`config.mk`:
```
export PLATFORM = sky130hd
export DESIGN_NAME = bcrf_top
export DESIGN_NICKNAME = d
export VERILOG_FILES = /design/src/rtl/bcrf_pkg.sv /design/src/rtl/bcrf_top.sv /design/src/rtl/bcrf_bank_map.sv
export SDC_FILE = /design/constraint.sdc
export NUM_CORES = 2
export LEC_CHECK = 0
export ABC_AREA = 0
export BUFFER_PORTS_ARGS = -buffer_cell sky130_fd_sc_hd__buf_2
export CAP_MARGIN = 5
export CORE_MARGIN = 2
export CORE_UTILIZATION = 40
export DETAILED_ROUTE_END_ITERATION = 8
export PLACE_DENSITY_LB_ADDON = 0.3
export SLEW_MARGIN = 20
export SYNTH_ARGS = -nofsm -noshare
export SYNTH_HDL_FRONTEND = slang
export SYNTH_HIERARCHICAL = 1
export SYNTH_SLANG_ARGS = --single-unit
```
`constraint.sdc`:
```
create_clock -name ref_clk -period 7.35 [get_ports ref_clk]
set_input_delay 0.735 -clock ref_clk [delete_from_list [all_inputs] [get_ports ref_clk]]
set_output_delay 0.735 -clock ref_clk [all_outputs]
set_load 0.005 [all_outputs]
```
`src/rtl/bcrf_pkg.sv`:
```
package bcrf_pkg;

  // Status word field positions
  localparam int SW_PRIV_BIT   = 30;
  localparam int SW_BANK_BIT   = 29;
  localparam int SW_BLOCK_BIT  = 28;
  localparam int SW_DSP_BIT    = 12;
  localparam int SW_IMASK_LSB  = 4;
  localparam int SW_IMASK_MSB  = 7;

  // Writable status bits; everything else is reserved and reads zero
  localparam logic [31:0] SW_WRITE_MASK = 32'h7000_13f3;
  localparam logic [31:0] SW_RESET_VAL  = 32'h7000_00f0;
  localparam logic [31:0] VBR_RESET_VAL = 32'h0000_0000;
  localparam logic [31:0] PC_RESET_VAL  = 32'ha000_0000;
  localparam logic [31:0] DSR_RESET_VAL = 32'h0000_0000;

  // Control and system register selectors
  typedef enum logic [3:0] {
    BCRF_CR_STATUS  = 4'h0,
    BCRF_CR_SSTATUS = 4'h1,
    BCRF_CR_GBASE   = 4'h2,
    BCRF_CR_VBASE   = 4'h3,
    BCRF_CR_SPC     = 4'h4,
    BCRF_CR_MULT_ACC_HIGH    = 4'h5,
    BCRF_CR_MULT_ACC_LOW    = 4'h6,
    BCRF_CR_LINK    = 4'h7,
    BCRF_CR_PC      = 4'h8,
    BCRF_CR_LSTART  = 4'h9,
    BCRF_CR_LEND    = 4'ha,
    BCRF_CR_WRAP    = 4'hb,
    BCRF_CR_DSR     = 4'hc,
    BCRF_CR_ALTBANK = 4'hd
  } bcrf_creg_t;

  // One write request from the execute stage
  typedef struct packed {
    logic        en;
    logic [3:0]  idx;
    logic [31:0] data;
  } bcrf_wr_t;

  // Control/system register access (also load/save of the other bank)
  typedef struct packed {
    logic        en;
    bcrf_creg_t  sel;
    logic [2:0]  bidx;
    logic [31:0] data;
  } bcrf_cwr_t;

endpackage : bcrf_pkg

```
`src/rtl/bcrf_top.sv`:
```
`timescale 1ns/1ps
// Functional notes
// - The privilege flag in the status word selects user or privileged register view.
// - The dsp enable bit in the status word makes accumulator, operand, loop regs usable.
// - Privileged mode with bank select 1 maps registers 0..7 to the second bank.
// - Privileged mode with bank select 0 maps registers 0..7 to the first bank.
// - The unselected bank is reached only by control load and save, never by operands.
// - User mode sees first bank, regs 8..15, global base, mac pair, link and pc.
// - Privileged mode adds saved status, vector base, saved pc and both banks.
// - Register 0 is given out as the index operand for indexed addressing.
// - User mode always maps registers 0..7 to the first bank.
// - Reset sets privilege, bank-select and block flags, mask 1111, reserved bits 0.
// - Sixteen 32-bit general registers are visible.
module bcrf_top #(
  parameter int DW = 32, // Register width
  parameter int GW = 8   // Accumulator guard width
) (
  input  wire logic                ref_clk,     // Core clock
  input  wire logic                srst,        // Sync reset, active high
  input  wire logic [3:0]          rd_a_idx,    // Read port A register number
  input  wire logic [3:0]          rd_b_idx,    // Read port B register number
  input  wire bcrf_pkg::bcrf_wr_t  gwr,         // General register write
  input  wire bcrf_pkg::bcrf_cwr_t cwr,         // Control/system write
  input  wire bcrf_pkg::bcrf_creg_t crd_sel,    // Control/system read select
  input  wire logic [2:0]          crd_bidx,    // Other-bank read index
  input  wire logic                pc_ld,       // Load pc from pc_nxt
  input  wire logic [DW-1:0]       pc_nxt,      // Next program counter
  input  wire logic                acc_wr,      // Accumulator write strobe
  input  wire logic                acc_sel,     // 0 selects acc0, 1 acc1
  input  wire logic [DW+GW-1:0]    acc_data,    // 40-bit accumulator value
  input  wire logic [2:0]          dop_wr_idx,  // Operand reg index M0..Y1
  input  wire logic                dop_wr,      // Operand reg write strobe
  input  wire logic [DW-1:0]       dop_data,    // Operand reg write data
  output logic      [DW-1:0]       rd_a_data,   // Read port A data
  output logic      [DW-1:0]       rd_b_data,   // Read port B data
  output logic      [DW-1:0]       index_data,  // Register 0 index operand
  output logic      [DW-1:0]       crd_data,    // Control/system read data
  output logic      [DW-1:0]       pc_out,      // Program counter
  output logic      [DW-1:0]       status_out,  // Status word
  output logic                     priv_mode,   // Privilege flag
  output logic                     dsp_mode,    // Dsp enable
  output logic      [DW+GW-1:0]    acc0_out,    // Accumulator 0 with guard
  output logic      [DW+GW-1:0]    acc1_out,    // Accumulator 1 with guard
  output logic                     acc_refused  // Dsp write dropped, mode off
);

  logic [DW-1:0]    gpr_ff [24];     // Two banks of 0..7 plus 8..15
  logic [DW-1:0]    nxt_gpr [24];
  logic [DW-1:0]    sw_ff, nxt_sw;
  logic [DW-1:0]    ssw_ff, nxt_ssw, gbase_ff, nxt_gbase, vbase_ff, nxt_vbase;
  logic [DW-1:0]    spc_ff, nxt_spc, mult_acc_high_ff, nxt_mult_acc_high, mult_acc_low_ff, nxt_mult_acc_low;
  logic [DW-1:0]    link_ff, nxt_link, pc_ff, nxt_pc;
  logic [DW-1:0]    lstart_ff, nxt_lstart, lend_ff, nxt_lend, wrap_ff, nxt_wrap;
  logic [DW-1:0]    dsr_ff, nxt_dsr;
  logic [DW-1:0]    dop_ff [6];
  logic [DW-1:0]    nxt_dop [6];
  logic [DW+GW-1:0] acc0_ff, nxt_acc0, acc1_ff, nxt_acc1;
  logic             refused_ff, nxt_refused;
  logic [4:0]       pa_idx, pb_idx, pw_idx, p0_idx;
  logic             priv, bank, dsp;
  logic [4:0]       alt_slot;

  assign priv = sw_ff[bcrf_pkg::SW_PRIV_BIT];
  assign bank = sw_ff[bcrf_pkg::SW_BANK_BIT];
  assign dsp  = sw_ff[bcrf_pkg::SW_DSP_BIT];

  // Same mapper four times: both reads, the write, and the index operand
  bcrf_bank_map u_map_a (.reg_idx(rd_a_idx), .priv(priv), .bank_sel(bank), .phys_idx(pa_idx));
  bcrf_bank_map u_map_b (.reg_idx(rd_b_idx), .priv(priv), .bank_sel(bank), .phys_idx(pb_idx));
  bcrf_bank_map u_map_w (.reg_idx(gwr.idx), .priv(priv), .bank_sel(bank), .phys_idx(pw_idx));
  bcrf_bank_map u_map_0 (.reg_idx(4'h0), .priv(priv), .bank_sel(bank), .phys_idx(p0_idx));

  // Unselected bank slot for control load/save; in user mode there is none
  function automatic logic [4:0] alt_map(input logic [2:0] b, input logic bk);
    alt_map = bk ? {2'b00, b} : {2'b10, b};
  endfunction : alt_map

  function automatic logic priv_only(input bcrf_pkg::bcrf_creg_t s);
    priv_only = (s == bcrf_pkg::BCRF_CR_SSTATUS) || (s == bcrf_pkg::BCRF_CR_VBASE) ||
                (s == bcrf_pkg::BCRF_CR_SPC) || (s == bcrf_pkg::BCRF_CR_ALTBANK) ||
                (s == bcrf_pkg::BCRF_CR_STATUS);
  endfunction : priv_only

  function automatic logic dsp_only(input bcrf_pkg::bcrf_creg_t s);
    dsp_only = (s == bcrf_pkg::BCRF_CR_LSTART) || (s == bcrf_pkg::BCRF_CR_LEND) ||
               (s == bcrf_pkg::BCRF_CR_WRAP) || (s == bcrf_pkg::BCRF_CR_DSR);
  endfunction : dsp_only

  assign alt_slot = alt_map(cwr.bidx, bank);

  // Next-state for the whole register file
  always_comb begin
    nxt_gpr     = gpr_ff;
    nxt_sw      = sw_ff;
    nxt_ssw     = ssw_ff;
    nxt_gbase   = gbase_ff;
    nxt_vbase   = vbase_ff;
    nxt_spc     = spc_ff;
    nxt_mult_acc_high    = mult_acc_high_ff;
    nxt_mult_acc_low    = mult_acc_low_ff;
    nxt_link    = link_ff;
    nxt_pc      = pc_ld ? pc_nxt : pc_ff;
    nxt_lstart  = lstart_ff;
    nxt_lend    = lend_ff;
    nxt_wrap    = wrap_ff;
    nxt_dsr     = dsr_ff;
    nxt_dop     = dop_ff;
    nxt_acc0    = acc0_ff;
    nxt_acc1    = acc1_ff;
    nxt_refused = 1'b0;
    if (gwr.en) begin
      nxt_gpr[pw_idx] = gwr.data;
    end
    // Privileged-only and dsp-only targets are silently dropped otherwise
    if (cwr.en && (priv || !priv_only(cwr.sel)) && (dsp || !dsp_only(cwr.sel))) begin
      case (cwr.sel)
        bcrf_pkg::BCRF_CR_STATUS:  nxt_sw     = cwr.data & bcrf_pkg::SW_WRITE_MASK;
        bcrf_pkg::BCRF_CR_SSTATUS: nxt_ssw    = cwr.data;
        bcrf_pkg::BCRF_CR_GBASE:   nxt_gbase  = cwr.data;
        bcrf_pkg::BCRF_CR_VBASE:   nxt_vbase  = cwr.data;
        bcrf_pkg::BCRF_CR_SPC:     nxt_spc    = cwr.data;
        bcrf_pkg::BCRF_CR_MULT_ACC_HIGH:    nxt_mult_acc_high   = cwr.data;
        bcrf_pkg::BCRF_CR_MULT_ACC_LOW:    nxt_mult_acc_low   = cwr.data;
        bcrf_pkg::BCRF_CR_LINK:    nxt_link   = cwr.data;
        bcrf_pkg::BCRF_CR_PC:      nxt_pc     = cwr.data;
        bcrf_pkg::BCRF_CR_LSTART:  nxt_lstart = cwr.data;
        bcrf_pkg::BCRF_CR_LEND:    nxt_lend   = cwr.data;
        bcrf_pkg::BCRF_CR_WRAP:    nxt_wrap   = cwr.data;
        bcrf_pkg::BCRF_CR_DSR:     nxt_dsr    = cwr.data;
        bcrf_pkg::BCRF_CR_ALTBANK: nxt_gpr[alt_slot] = cwr.data;
        default: ;
      endcase
    end
    if (acc_wr || dop_wr) begin
      if (!dsp) begin
        nxt_refused = 1'b1;
      end else begin
        if (acc_wr && !acc_sel) begin
          nxt_acc0 = acc_data;
        end
        if (acc_wr && acc_sel) begin
          nxt_acc1 = acc_data;
        end
        if (dop_wr && (dop_wr_idx < 3'h6)) begin
          nxt_dop[dop_wr_idx] = dop_data;
        end
      end
    end
  end

  // Register everything; only status, vbase, pc, dsr and the refusal flag have a reset value
  always_ff @(posedge ref_clk) begin
    gpr_ff     <= nxt_gpr;
    ssw_ff     <= nxt_ssw;
    gbase_ff   <= nxt_gbase;
    spc_ff     <= nxt_spc;
    mult_acc_high_ff    <= nxt_mult_acc_high;
    mult_acc_low_ff    <= nxt_mult_acc_low;
    link_ff    <= nxt_link;
    lstart_ff  <= nxt_lstart;
    lend_ff    <= nxt_lend;
    wrap_ff    <= nxt_wrap;
    dop_ff     <= nxt_dop;
    acc0_ff    <= nxt_acc0;
    acc1_ff    <= nxt_acc1;
    if (srst) begin
      sw_ff      <= bcrf_pkg::SW_RESET_VAL;
      vbase_ff   <= bcrf_pkg::VBR_RESET_VAL;
      pc_ff      <= bcrf_pkg::PC_RESET_VAL;
      dsr_ff     <= bcrf_pkg::DSR_RESET_VAL;
      refused_ff <= 1'b0;
    end else begin
      sw_ff      <= nxt_sw;
      vbase_ff   <= nxt_vbase;
      pc_ff      <= nxt_pc;
      dsr_ff     <= nxt_dsr;
      refused_ff <= nxt_refused;
    end
  end

  // Reads: combinational, see last written value after the edge
  assign rd_a_data  = gpr_ff[pa_idx];
  assign rd_b_data  = gpr_ff[pb_idx];
  assign index_data = gpr_ff[p0_idx];

  always_comb begin
    crd_data = '0;
    if ((priv || !priv_only(crd_sel)) && (dsp || !dsp_only(crd_sel))) begin
      case (crd_sel)
        bcrf_pkg::BCRF_CR_STATUS:  crd_data = sw_ff;
        bcrf_pkg::BCRF_CR_SSTATUS: crd_data = ssw_ff;
        bcrf_pkg::BCRF_CR_GBASE:   crd_data = gbase_ff;
        bcrf_pkg::BCRF_CR_VBASE:   crd_data = vbase_ff;
        bcrf_pkg::BCRF_CR_SPC:     crd_data = spc_ff;
        bcrf_pkg::BCRF_CR_MULT_ACC_HIGH:    crd_data = mult_acc_high_ff;
        bcrf_pkg::BCRF_CR_MULT_ACC_LOW:    crd_data = mult_acc_low_ff;
        bcrf_pkg::BCRF_CR_LINK:    crd_data = link_ff;
        bcrf_pkg::BCRF_CR_PC:      crd_data = pc_ff;
        bcrf_pkg::BCRF_CR_LSTART:  crd_data = lstart_ff;
        bcrf_pkg::BCRF_CR_LEND:    crd_data = lend_ff;
        bcrf_pkg::BCRF_CR_WRAP:    crd_data = wrap_ff;
        bcrf_pkg::BCRF_CR_DSR:     crd_data = dsr_ff;
        bcrf_pkg::BCRF_CR_ALTBANK: crd_data = gpr_ff[alt_map(crd_bidx, bank)];
        default:                   crd_data = '0;
      endcase
    end
  end

  assign pc_out      = pc_ff;
  assign status_out  = sw_ff;
  assign priv_mode   = priv;
  assign dsp_mode    = dsp;
  assign acc0_out    = acc0_ff;
  assign acc1_out    = acc1_ff;
  assign acc_refused = refused_ff;

endmodule : bcrf_top

```
`src/rtl/bcrf_bank_map.sv`:
```
`timescale 1ns/1ps
// Maps a general register number onto the physical 24-entry array
module bcrf_bank_map (
  input  wire logic [3:0] reg_idx,  // Register number 0..15
  input  wire logic       priv,     // Privilege flag
  input  wire logic       bank_sel, // Bank-select flag
  output logic      [4:0] phys_idx  // Physical slot 0..23
);

  // Slots 0..7 first bank, 8..15 shared high regs, 16..23 second bank
  always_comb begin
    if (reg_idx[3]) begin
      phys_idx = {1'b0, reg_idx};
    end else if (priv && bank_sel) begin
      phys_idx = {2'b10, reg_idx[2:0]};
    end else begin
      phys_idx = {2'b00, reg_idx[2:0]};
    end
  end

endmodule : bcrf_bank_map

```
==> impl.org <==
** Yosys
- Proportion of synthesized area in mux cells :: 34.24%
- In the synthesized netlist, the cells that appear most often are sky130_fd_sc_hd__mux2i_1 (1061), sky130_fd_sc_hd__edfxtp_1 (624), sky130_fd_sc_hd__dfxtp_1 (621).
- The top cell type by area accounts for around a quarter of the synthesized area.
- After synthesis, the largest family of logic cells by area is multiplexers.
- Fraction of the mapped netlist area in simple logic gates :: 6.742%
- The cell area that synthesis handed to floorplanning was 0.07141 mm².
- Count of yosys warnings during synthesis :: 6
- Distinct cells, synth :: 68
- The synthesized netlist devotes roughly 11% of its cell area to compound gates.
- Cell with the most instances after synthesis :: sky130_fd_sc_hd__mux2i_1
- Share of the yosys chip area belonging to registers :: between 40% and 50%
- Dividing the synthesized area by the synthesized cell count gives 11.85 µm².
- Flops & latches, synth :: 1245
- Predominant post-synthesis flop cell :: sky130_fd_sc_hd__edfxtp_1
- After synthesis, the share of flip-flops with an asynchronous set or reset is 0%.
- Top cells by area in the synthesized netlist :: sky130_fd_sc_hd__edfxtp_1 (26%), sky130_fd_sc_hd__dfxtp_1 (17%), sky130_fd_sc_hd__mux4_2 (17%)
- Summing the areas of all fa, ha and maj instances in the mapped netlist gives 0% of the synthesized area.
- Synthesis produced 6024 cells.
- Area leader, netlist :: sky130_fd_sc_hd__edfxtp_1
- In this run, synthesis inferred about 620 flip-flops with an integrated enable.
- Post-synthesis share of cell area spent on xor and xnor gates :: 0%

** Detailed routing
- DRC :: 0
- Antenna-violating nets left :: 0
- Number of violations reported at the end of detailed-routing iteration 0 :: 7597
- The final route contains 55.91k vias.
- For this block, the routed nets add up to 288.0 mm of wire.
- Final routed wire length divided by cell count :: ~34 µm
- Mean number of vias per cell :: ~6.5
- For this run, the detailed router's first-pass iteration total came to 8.

** Floorplanning
- Starting Density :: 40.15%
- Number of rows created at floorplan :: 155
- In this run the standard cell core region covers 0.1778 mm².
- 480 I/O pins were placed.
- Die Wd :: between 400 and 500 µm
- Height of the die :: 426.5 µm
- The die covers around 0.18 mm².

** Clocking
- Total of hold buffers inserted after clock tree synthesis :: 0
- Clock tree from TritonCTS :: yes
- Count of buffers added by post-CTS timing repair for setup :: 0
- H-tree lvl count :: 4
- Buffers inserted during clock tree synthesis total 145.
- Number of gates resized after CTS :: 0
- At the later pin of the worst-skew pair, clock insertion delay measures 800 ps.
- Clock buffer depth :: 3
- Sinks on Clock Net :: 1245
- After clock tree synthesis, the clock-pin slew on the worst setup and hold paths is 60 ps.
- The cell sitting at the root of the clock tree is a sky130_fd_sc_hd__clkbuf_16.

** STA
- Final setup slack of the worst path :: 1666 ps
- Static timing analysis puts the maximum clock frequency at ~180 MHz.
- Maximum clock skew at final layout :: 15.09 ps
- Setup violations remaining at the end of the flow were counted as 0.
- Shortest period the worst path allows :: around 5700 ps
- Setup repair after global routing left no endpoint under its margin.
- Slew at the pin with the worst max-slew slack :: 2975 ps
- Final Hold Violating Endpoints :: 0
- Hold slack :: 110.5 ps
- Setup total negative slack on the finished layout was measured at 0 ps.
- Portion of the clock cycle consumed by the worst path in the final layout :: 77.34%
- Worst-case headroom to the max-slew limit :: -98.32%
- Final Max Tran Viols :: 34

** Placed design
- Input and output buffers added on the ports amount to around 420.
- The placed instances occupy a cell area of between 0.07 and 0.08 mm².
- Before CTS, the worst setup slack after placement is 2136 ps.
- The number of placed instances, taps included, is 8282.
- At the end of routability-driven placement, the weighted congestion stood at 0.8994.
- Half-perimeter wire length after detailed placement :: 169.2 mm

** Run
- Max-cap violations in this run came to 0.

** Finish
- Utilization of the core after routing :: between 40 and 50%
- Cells with a size suffix above 1 make up between 20% and 30% of the layout.
- Summed area of non-filler cells in the final layout :: 0.07966 mm²
- Final-layout fill cell count :: 16.22k
- Sequential cell area :: 0.03117 mm²
- The finished layout holds 8564 standard cells, fillers aside.
- Count of nets after finishing :: 6279
- Area taken by multi-input logic gates :: 0.03752 mm²
- Compared with the post-synthesis result, the final layout area differs by 11.55%.

** Power and ir drop
- Peak supply drop :: 276.4 µV
- The analysis attributes to cell leakage a power of 30.88 nW.
- The design draws between 20 and 25 mW.
- Total power divided by cell area :: 257.2 mW/mm²

** Global route
- Maximum number of pins on one net before global-route repair :: 227
- Summed over all layers, the global routing overflow is 0.
- Global routing used 30.83% of the available tracks.
- Via count of the first global-routing pass :: 52.51k
- The initial antenna violation count was 31.
- Global-route wire length before repair :: 401.0 mm

** Setup path
- Setup slack of the most critical reg-to-reg path :: about 3800 ps
- The worst setup path is launched from a flop.
- Required time worst endpoint :: 6610 ps
- In this run the worst path has a maximum fanout of 25.
- Crit path DAT :: between 4000 and 5000 ps
- Classification of the worst setup path :: flop to output port
- Kind of capture point of the worst setup path :: output port

** Status
- Failing checks :: slew limit
- The run finished, with violations left.

** Worst hold path
- The worst hold path belongs to the class input port to flop.
report_power, final:
| part | switching (mW) | internal (mW) | leakage (nW) | total [mW] |
|---|---|---|---|---|
| clock network | 3.16 | 4.13 | 2.30 | 7.29 |
| logic | 2.18 | 2.15 | 17.8 | 4.33 |
| registers | 0.835 | 8.04 | 10.8 | 8.87 |
| total | 6.17 | 14.3 | 30.9 | 20.5 |
metal layers:
layer  track usage [%]  vias up  wire length (µm)
li1                  -    23420                 -
met1             39.59    27980            106500
met2             47.80     3677            129500
met3             7.913      810             34490
met4             16.28       24             17360
met5                 0        -               143
cell families (layout without fill, tap and decap cells):
group / count (synthesis) / count (layout)
flip-flops: 1245 / 1245
other: 1 / 35
AO/OA/AOI/OAI: 1274 / 1274
AND/OR/NAND/NOR: 1089 / 1089
buffers and inverters: 666 / 817
multiplexers: 1749 / 1749
worst max-delay path, stage by stage, from the launching register on:
cell                       delay [ps]
sky130_fd_sc_hd__dfxtp_2          910
sky130_fd_sc_hd__and3b_2         1050
sky130_fd_sc_hd__nand2b_2         700
sky130_fd_sc_hd__buf_4            540
sky130_fd_sc_hd__o22a_1           190
sky130_fd_sc_hd__o21ai_0          360
sky130_fd_sc_hd__buf_2            290
path summary, 6_finish.rpt:
path	startpoint	end	cells after the start
worst max-delay path	status_out[29]	rd_a_data[9]	6
worst min-delay path	acc_data[34]	acc0_out[34]	1
worst max register to register	status_out[30]	gpr_ff[178]	6
worst min register to register	dsr_ff[27]	dsr_ff[27]	2
area by class of cell:
| class | count | share of cell area (%) |
|---|---|---|
| multi-input cells | 4137 | 47.10 |
| clock buffers | 202 | 5.018 |
| inverters | 4 | 0.01885 |
| clock inverters | 70 | 0.9236 |
| diodes | 10 | 0.03141 |
| well taps | 2355 | 3.699 |
| flip-flops and latches | 1245 | 39.13 |
| repair buffers | 541 | 4.074 |
cell usage in the layout, fill, tap and decap left out, types with 13 or more instances in the layout:
cell type	n
sky130_fd_sc_hd__mux2i_1	1061
sky130_fd_sc_hd__edfxtp_1	624
sky130_fd_sc_hd__dfxtp_1	620
sky130_fd_sc_hd__mux4_2	540
sky130_fd_sc_hd__a21oi_1	527
sky130_fd_sc_hd__nor2_1	465
sky130_fd_sc_hd__buf_2	410
sky130_fd_sc_hd__nand2_1	311
sky130_fd_sc_hd__o21ai_0	230
sky130_fd_sc_hd__mux2_2	148
sky130_fd_sc_hd__clkbuf_16	146
sky130_fd_sc_hd__a22oi_1	115
sky130_fd_sc_hd__buf_4	112
sky130_fd_sc_hd__o22ai_1	82
sky130_fd_sc_hd__or3_1	73
sky130_fd_sc_hd__o221ai_1	71
sky130_fd_sc_hd__o21bai_1	55
sky130_fd_sc_hd__nand3_1	45
sky130_fd_sc_hd__clkbuf_1	42
sky130_fd_sc_hd__a211oi_1	33
sky130_fd_sc_hd__o22a_1	27
sky130_fd_sc_hd__conb_1	25
sky130_fd_sc_hd__clkinv_2	22
sky130_fd_sc_hd__a22o_1	19
sky130_fd_sc_hd__nor2_4	18
sky130_fd_sc_hd__nand2b_1	18
sky130_fd_sc_hd__a31oi_1	18
sky130_fd_sc_hd__clkinv_1	16
sky130_fd_sc_hd__a221oi_1	15
sky130_fd_sc_hd__a32oi_1	15
sky130_fd_sc_hd__nor3_1	13
sky130_fd_sc_hd__nand3b_1	13
sky130_fd_sc_hd__clkbuf_8	13
Power figures use the tool's default switching activity.
